File: config.mk
export PLATFORM = sky130hd
export DESIGN_NAME = socf_top
export DESIGN_NICKNAME = d
export VERILOG_FILES = /design/src/socf_top.v
export VERILOG_INCLUDE_DIRS = /design/src
export SDC_FILE = /design/constraint.sdc
export NUM_CORES = 1
export LEC_CHECK = 0
export BUFFER_PORTS_ARGS = -buffer_cell sky130_fd_sc_hd__clkbuf_2
export CORE_MARGIN = 1.5
export CORE_UTILIZATION = 35
export DETAILED_ROUTE_END_ITERATION = 16
export PLACE_DENSITY = 0.53
export SLEW_MARGIN = 0
export SYNTH_ARGS = -nofsm -noshare
export SYNTH_HDL_FRONTEND = slang
export SYNTH_SLANG_ARGS = --single-unit
File: constraint.sdc
create_clock -name clk -period 5.1 [get_ports clk]
set_input_delay 0.255 -clock clk [delete_from_list [all_inputs] [get_ports clk]]
set_output_delay 0.255 -clock clk [all_outputs]
set_load 0.01 [all_outputs]
File: src/socf_defs.vh
`ifndef SOCF_DEFS_VH
`define SOCF_DEFS_VH
// Register indices, byte address is index times four
`define SOCF_IDX_GAIN        8'h08
`define SOCF_IDX_PROTO       8'h1C
`define SOCF_IDX_TRIM        8'h1D
`define SOCF_IDX_NOTE_LONG   8'h1F
`define SOCF_IDX_FIELD_IN    8'h20
`define SOCF_IDX_RESULT      8'h21
`define SOCF_IDX_STATUS      8'h22
// Field positions
`define SOCF_GAIN_LSB        2
`define SOCF_GAIN_MSB        5
`define SOCF_PROTO_BIT       3
`define SOCF_TRIM_MSB        11
`define SOCF_NOTE_S_LSB      12
`define SOCF_NOTE_S_MSB      23
`define SOCF_NOTE_L_MSB      23
// Reset values
`define SOCF_GAIN_RST        4'h0
`define SOCF_PROTO_RST       1'b0
`define SOCF_TRIM_RST        12'h000
`define SOCF_NOTE_S_RST      12'h000
`define SOCF_NOTE_L_RST      24'h00_0000
`endif

File: src/socf_top.v
// Notes on behaviour
// The protocol select bit picks SENT when 0 (reset default) and PWM when 1.
// The zero-field trim is a 12-bit two's-complement value in bits 11:0 of its word.
// The signed trim is added to the digital field response to shift the zero-field baseline.
// Until software writes the trim, a factory baseline value is used instead.
// Two scratch fields of 12 and 24 bits keep whatever software writes to them.
// The scratch fields feed no processing or output other than the bus read-back on hrdata.
// A 4-bit coarse gain code in bits 5:2 of its word sets the output-per-field gain.
// Each gain code maps to a field range from the code-to-range table.
// Code 0000, the reset default, gives the factory default gain.
// The programmer should avoid codes 1110 and 1111, which give reduced accuracy.
// The stored gain code and protocol select steer the signal path and output select from reset onward.
`timescale 1ns/100ps
`default_nettype none
`include "socf_defs.vh"
module socf_top #(
   parameter [11:0] FACTORY_BASELINE = 12'h800, // Arbitrary plain default
   parameter [11:0] DATA_W           = 12'h00c
)(
   input  wire        clk,
   input  wire        resetn,
   input  wire        hsel,
   input  wire [31:0] haddr,
   input  wire [1:0]  htrans,
   input  wire        hwrite,
   input  wire [2:0]  hsize,
   input  wire [31:0] hwdata,
   input  wire        hready,
   output reg  [31:0] hrdata,
   output reg         hreadyout,
   output reg         hresp,
   output reg         pwm_select,
   output reg  [11:0] field_out,
   output reg  [11:0] range_gauss_div50
);

   // Configuration state
   reg [3:0]  gain_code_reg;
   reg        proto_reg;
   reg [11:0] trim_reg;
   reg        trim_set_reg;
   reg [11:0] note_short_reg;
   reg [23:0] note_long_reg;
   reg [11:0] field_in_reg;
   // Data-phase capture
   reg        wr_pend_reg;
   reg        rd_pend_reg;
   reg [7:0]  addr_reg;

   wire        take = hsel & hready & htrans[1];
   wire [7:0]  widx = haddr[9:2];
   wire [11:0] eff_trim;
   wire [11:0] gained;
   wire [11:0] sum;

   // Field range per coarse gain code, in units of 50 gauss
   function [11:0] range_of;
      input [3:0] code;
      begin
         case (code)
            4'h0: range_of = 12'h00a; // 500 G, factory default gain
            4'h1: range_of = 12'h003; // 150 G
            4'h2: range_of = 12'h004;
            4'h3: range_of = 12'h005;
            4'h4: range_of = 12'h006;
            4'h5: range_of = 12'h008;
            4'h6: range_of = 12'h00c; // 625 G rounded down
            4'h7: range_of = 12'h00f;
            4'h8: range_of = 12'h011; // 875 G rounded down
            4'h9: range_of = 12'h014;
            4'ha: range_of = 12'h019;
            4'hb: range_of = 12'h01e;
            4'hc: range_of = 12'h023;
            4'hd: range_of = 12'h028;
            4'he: range_of = 12'h002; // 100 G, reduced accuracy
            4'hf: range_of = 12'h02d; // Reduced accuracy
            default: range_of = 12'h00a;
         endcase
      end
   endfunction

   // Gain as left or right shift of the raw field sample, unshifted for codes 0 and 5
   function [11:0] scale;
      input [11:0] raw;
      input [3:0]  code;
      begin
         case (code)
            4'h0: scale = raw;
            4'h1: scale = raw <<< 2;
            4'h2, 4'h3, 4'h4: scale = raw <<< 1;
            4'h5: scale = raw;
            4'h6, 4'h7, 4'h8, 4'h9: scale = {raw[11], raw[11:1]};
            4'he: scale = raw <<< 1;
            default: scale = {{2{raw[11]}}, raw[11:2]};
         endcase
      end
   endfunction

   assign eff_trim = trim_set_reg ? trim_reg : FACTORY_BASELINE;
   assign gained   = scale(field_in_reg, gain_code_reg);
   assign sum      = gained + eff_trim;

   // Bus address phase capture
   always @(posedge clk or negedge resetn)
   begin
      if (!resetn)
      begin
         wr_pend_reg <= 1'b0;
         rd_pend_reg <= 1'b0;
         addr_reg    <= 8'h00;
      end
      else if (hready)
      begin
         wr_pend_reg <= take & hwrite;
         rd_pend_reg <= take & ~hwrite;
         addr_reg    <= widx;
      end
   end

   // Register writes in data phase
   always @(posedge clk or negedge resetn)
   begin
      if (!resetn)
      begin
         gain_code_reg  <= `SOCF_GAIN_RST;
         proto_reg      <= `SOCF_PROTO_RST;
         trim_reg       <= `SOCF_TRIM_RST;
         trim_set_reg   <= 1'b0;
         note_short_reg <= `SOCF_NOTE_S_RST;
         note_long_reg  <= `SOCF_NOTE_L_RST;
         field_in_reg   <= 12'h000;
      end
      else if (wr_pend_reg)
      begin
         case (addr_reg)
            `SOCF_IDX_GAIN:
               gain_code_reg <= hwdata[`SOCF_GAIN_MSB:`SOCF_GAIN_LSB];
            `SOCF_IDX_PROTO:
               proto_reg <= hwdata[`SOCF_PROTO_BIT];
            `SOCF_IDX_TRIM:
            begin
               trim_reg       <= hwdata[`SOCF_TRIM_MSB:0];
               trim_set_reg   <= 1'b1;
               note_short_reg <= hwdata[`SOCF_NOTE_S_MSB:`SOCF_NOTE_S_LSB];
            end
            `SOCF_IDX_NOTE_LONG:
               note_long_reg <= hwdata[`SOCF_NOTE_L_MSB:0];
            `SOCF_IDX_FIELD_IN:
               field_in_reg <= hwdata[11:0];
            default:
               field_in_reg <= field_in_reg;
         endcase
      end
   end

   // Read mux, unmapped reads as zero
   always @(posedge clk or negedge resetn)
   begin
      if (!resetn)
         hrdata <= 32'h0000_0000;
      else if (take & ~hwrite)
      begin
         case (widx)
            `SOCF_IDX_GAIN:      hrdata <= {26'h000_0000, gain_code_reg, 2'b00};
            `SOCF_IDX_PROTO:     hrdata <= {28'h000_0000, proto_reg, 3'b000};
            `SOCF_IDX_TRIM:      hrdata <= {8'h00, note_short_reg, trim_reg};
            `SOCF_IDX_NOTE_LONG: hrdata <= {8'h00, note_long_reg};
            `SOCF_IDX_FIELD_IN:  hrdata <= {20'h0_0000, field_in_reg};
            `SOCF_IDX_RESULT:    hrdata <= {20'h0_0000, field_out};
            `SOCF_IDX_STATUS:    hrdata <= {19'h0_0000, trim_set_reg, range_gauss_div50};
            default:             hrdata <= 32'h0000_0000;
         endcase
      end
   end

   // Outputs: scratch fields feed none of these
   always @(posedge clk or negedge resetn)
   begin
      if (!resetn)
      begin
         hreadyout         <= 1'b1;
         hresp             <= 1'b0;
         pwm_select        <= 1'b0;
         field_out         <= 12'h000;
         range_gauss_div50 <= 12'h00a;
      end
      else
      begin
         hreadyout         <= 1'b1;
         hresp             <= 1'b0;
         pwm_select        <= proto_reg;
         field_out         <= sum;
         range_gauss_div50 <= range_of(gain_code_reg);
      end
   end

endmodule // socf_top
`default_nettype wire

Yosys cells after proc, flatten, opt, wreduce, memory -nomap -nowiden
Memory sizes are Yosys's and may differ from the RTL's. A register that Yosys moved wholly into a read port is not among the register bits.
Cells that the tools add are included.

operators by class
  bitwise operators = 5
  add/sub/neg operators = 1
  equality and inequality tests = 22
  multiplexer cells = 3
  reduce and logical (&&, ||, !) cells = 10

operators by type and width
  operator                                        number
  one-hot mux 24 bit (7 select lines)             1
  == test 8 x 5 -> 1 bit (second input constant)  6
  one-hot mux 12 bit (4 select lines)             1
  == test 8 x 6 -> 1 bit (second input constant)  4
  == test 4 x 3 -> 1 bit (second input constant)  4
  == test 8 x 4 -> 1 bit (second input constant)  2
  adder 12 bit                                    1
  == test 4 bit (second input constant)           3
  two-way mux 12 bit                              1
  AND reduction 2 bit                             5
  == test 4 x 2 -> 1 bit (second input constant)  2
  OR reduction 4 bit                              2
  bitwise AND 1 bit                               4
  == test 4 x 1 -> 1 bit (second input constant)  1
  zero test 4 bit                                 1
  OR reduction 2 bit                              1
  zero test 1 bit                                 1
  inverter 1 bit                                  1

word-level totals
  memories = 1
  register bits = 132
  memory bits (read-only) = 96
  input bits = 74
  output and inout port bits = 59

memory list
  name              depth  width  read ports  clocked after memory_dff  wr ports  line           source
  (name not given)  16     6      1           1                         0         socf_top.v:60  case (code)

Logic depth before layout (Yosys ltp)
  depth after elaboration = 4
  gate-level depth with buffers = 16
  depth with buffers taken out = 16

Worst setup path after synthesis
OpenSTA, ideal clock, no wires.

  path type = register -> register
  start point = reg gain_code_reg[0]
  end point = reg field_out[10]
  data required time = 5.020 ns
  setup slack = 1.652 ns
  library setup time = 0.080 ns
  data arrival time = 3.368 ns
  cell stages (with the launch flop) = 15
  cells stage by stage = dfrtp_1 > inv_1 > ha_1 > mux2_2 > mux2_2 > buf_6 > a222oi_1 > nand2_1 > fa_1 > a21o_1 > a21oi_1 > o211ai_1 > a41o_1 > a21oi_1 > xnor2_1

between the ends
  cells in the longest elaborated chain, start to end = 4
  elaborated cells on any way between the ends = 16
  classes of those cells = add/sub: 1; eq/ne: 10; mux: 1; reduce/logical: 4

ends and longest elaborated chain
  item                                                               line            source
  start, declared                                                    socf_top.v:38   reg [3:0] gain_code_reg;
  start signal, assigned                                             socf_top.v:125  gain_code_reg <= `SOCF_GAIN_RST;
  start signal, assigned                                             socf_top.v:137  gain_code_reg <= hwdata[`SOCF_GAIN_MSB:`SOCF_GAIN_LSB];
  == test 4 bit, or another cell as far along                        socf_top.v:87   case (code)
  OR reduction 4 bit (no source line), or another cell as far along  -
  one-hot mux 12 bit (4 select lines) *                              socf_top.v:87
  adder 12 bit *                                                     socf_top.v:101  assign sum = gained + eff_trim;
  named net sum[10]                                                  socf_top.v:54   wire [11:0] sum;
  end signal, assigned                                               socf_top.v:192  field_out <= sum;
  end, declared                                                      socf_top.v:33   output reg [11:0] field_out,

The timed path passes the listed nets; every way through them passes the cells marked *.
A chain may end at the register's enable or synchronous reset.

Worst setup path after layout
  start point = reg gain_code_reg[0]
  end point = reg field_out[9]

The elaborated chain is that of the path after synthesis.

==> results.json <==
{
  "drc": 0,
  "drtAntennaViolNets": 0,
  "vias": 4407,
  "hpwl_um": 10500,
  "die_h_um": 136,
  "htree_levels": 4,
  "clockRootBuffer": "clkbuf_16",
  "maxSlewHeadroom_pct": 41.0,
  "antennaDiodeCount": 0,
  "grt_pass1_wl_um": 23800,
  "die_w_um": 136,
  "final_cells": 854,
  "synth_top_area_share_pct": 47.2,
  "grt_pass1_vias": 4423,
  "worstHoldStart": "hwdata[23]",
  "clk_latency_ns": 0.42,
  "ir_drop_uv": 271,
  "yosysMostFrequentCell": "dfrtp_1",
  "met2_length_um": 7410,
  "synth_edf_count": 0,
  "fmax_mhz": 244,
  "area_growth_pct": 19.1,
  "via_per_inst": 5.16,
  "syn_avg_cell_area_um2": 11.4,
  "portBuffers": 80,
  "async_flop_share_pct": 100,
  "r2r-end": "field_out[9]",
  "ys_seq_area_share_pct": 48.0,
  "yosys_warnings": 0,
  "rsz0062_at_grt": "no",
  "worst_pin_slew_ns": 0.883,
  "ioPinCount": 133,
  "fillers": 1640,
  "netlist_area_um2": 6150,
  "clock-sinks": 118,
  "cts_buffers": 17,
  "highest_layer": "met4",
  "grt_start_max_net_pins": 70,
  "finalNetCount": 708,
  "drt-total-wl_um": 15200,
  "drv_cap": 0,
  "arrival_ns": 4.39,
  "cts.reportedPaths.clkPinSlew_ns": 0.05,
  "finalMaxSlewViolations": 0,
  "cts_tree": "done",
  "cp-start-kind": "flip-flop",
  "rows": 48,
  "crit_type": "flip-flop to flip-flop",
  "period_minus_slack_ns": 4.10,
  "r2r_cells": 14,
  "drt_iter0_drc": 238,
  "setup_violations": 0,
  "drive_above_1_share_pct": 32.8,
  "fin_crit_sh_pct": 80.4,
  "synth-seq-cells": 118,
  "coreArea_um2": 17200,
  "powerDensity_nw_per_um2": 370,
  "reg2reg_slack_ns": 1.0,
  "seq_area_um2": 2960,
  "die-area_um2": 18400,
  "holdPathEnd": "note_short_reg[11]",
  "first_pass_iters": 7,
  "finalSetupTns_ns": 0,
  "netlist_top_cells_area": "dfrtp_1 (47%), mux2_2 (12%), mux2i_1 (4.2%), nand2_1 (3.5%), ha_1 (3.5%)",
  "ys_types": 56,
  "start_util_pct": 35.7,
  "hold_viol_final": 0,
  "synth_largest_area_cell": "dfrtp_1",
  "place_congestion": 0.829,
  "synthFlopType": "dfrtp_1",
  "cts_buffer_depth": 2,
  "multi_input_area_um2": 2930,
  "r2r_start": "gain_code_reg[0]",
  "clock_skew_ns": 0.00860,
  "hold_class": "primary input to flip-flop",
  "track_usage_pct": 17.4,
  "cp.required_ns": 5.39,
  "cts-resized-gates": 0,
  "holdPathStages": 2,
  "p_leak_nw": 3.50,
  "wl_met3_um": 806,
  "gr-total-overflow": 0,
  "synth_common_cells": "dfrtp_1 (116), mux2_2 (65), nand2_1 (58)",
  "critPathMaxFanout": 11,
  "endpoint_kind": "flip-flop",
  "crit_path_start": "gain_code_reg[0]",
  "avgRoutedWirePerCell_um": 17.7,
  "wl_met1_um": 6680,
  "outcome": "complete, no violations",
  "antenna_found_initial": 0,
  "place_inst": 821,
  "synthCells": 542
}
-- worst max-delay path by stage --
stage	to	slack, ns
6_report	field_out[9]	1.0
5_1_grt	field_out[9]	0.62
2_1_floorplan	field_out[10]	1.65
3_5_place_dp	field_out[9]	0.99
4_1_cts	field_out[9]	0.97
3_3_place_gp	field_out[9]	1.14
-- cell families (layout without fill, tap and decap cells) --
family	Yosys count	in the layout	synth area share (%)
DFF	118	118	48.0
xor gates and xnor gates	11	11	1.57
buffers and inverters	53	126	5.21
adders and majority gates	18	18	3.78
AOI/OAI and AO/OA	106	106	11.1
and+or+nand+nor	131	131	10.8
muxes	103	103	19.3
other	2	16	0.122
-- repair_timing --
item,4_1_cts,5_1_grt
buffers inserted,0,0
hold endpoints to repair,63,0
hold buffers,1,0
-- layout make-up --
type / instances / share of cell area (%)
tap: 225 / 3.84
multi-input combinational: 385 / 40.0
clock buffer: 20 / 6.37
timing repair buffer: 84 / 5.94
clock inverter: 12 / 3.02
sequential: 118 / 40.3
inverter: 10 / 0.512
-- critical path, stage by stage, from the launching register on --
cell       delay (ns)
dfrtp_1          0.51
inv_1            0.15
ha_1             0.25
mux2_2           0.30
mux2_2           0.37
nor2_1           0.59
nand2_1          0.11
nand3_1          0.09
ha_1             0.28
a21o_1           0.18
a21oi_1          0.17
a21boi_0         0.18
a2111oi_0        0.48
nor3_1           0.13
xor2_1           0.16
-- per-stage QoR --
step | setup WS (ns) | hold WS (ns) | instance area [µm²] | total power, mW | utilization, %
after floorplan | 1.65 | -0.0406 | 6200 | 1.24 | -
after global placement | 1.14 | 0.405 | 6630 | 1.33 | 38.5
after detailed placement | 0.989 | 0.406 | 6630 | 1.34 | 38.5
after CTS | 0.967 | 0.0672 | 7330 | 2.74 | 42.5
after global routing | 0.621 | 0.0753 | 7330 | 2.82 | 42.5
final | 0.997 | 0.0834 | 7330 | 2.71 | 42.5
-- cells in the final DEF (no fill, tap or decap), types with 3 or more instances in the layout --
master,instances
dfrtp_1,116
clkbuf_2,79
mux2_2,65
nand2_1,58
o21ai_0,36
mux2i_1,26
nor2_1,17
a21oi_1,17
ha_1,17
clkbuf_16,17
nand3_1,16
conb_1,16
and2_1,13
a22oi_1,13
a222oi_1,11
inv_1,10
a21o_1,10
mux2_4,10
xnor2_1,8
bufinv_16,6
nand4_1,4
nor3_1,4
buf_4,4
nor2b_1,3
xor2_1,3
o21ai_1,3
o22ai_1,3
clkinvlp_4,3
clkbuf_8,3
-- where the power goes --
| part | internal [mW] | leakage [nW] | total (mW) | switching (mW) |
|---|---|---|---|---|
| sequential | 0.994 | 1.49 | 1.05 | 0.0548 |
| clock | 0.954 | 0.329 | 1.39 | 0.434 |
| combinational | 0.120 | 1.68 | 0.275 | 0.156 |
-- layer usage --
| layer | GRT usage [%] | vias to the layer above |
|---|---|---|
| met4 | 7.11 | 0 |
| met3 | 4.53 | 20 |
| met1 | 21.5 | 2196 |
| met5 | 0 | - |
| li1 | - | 2073 |
| met2 | 28.7 | 118 |
(Power assumes the default switching activity.)
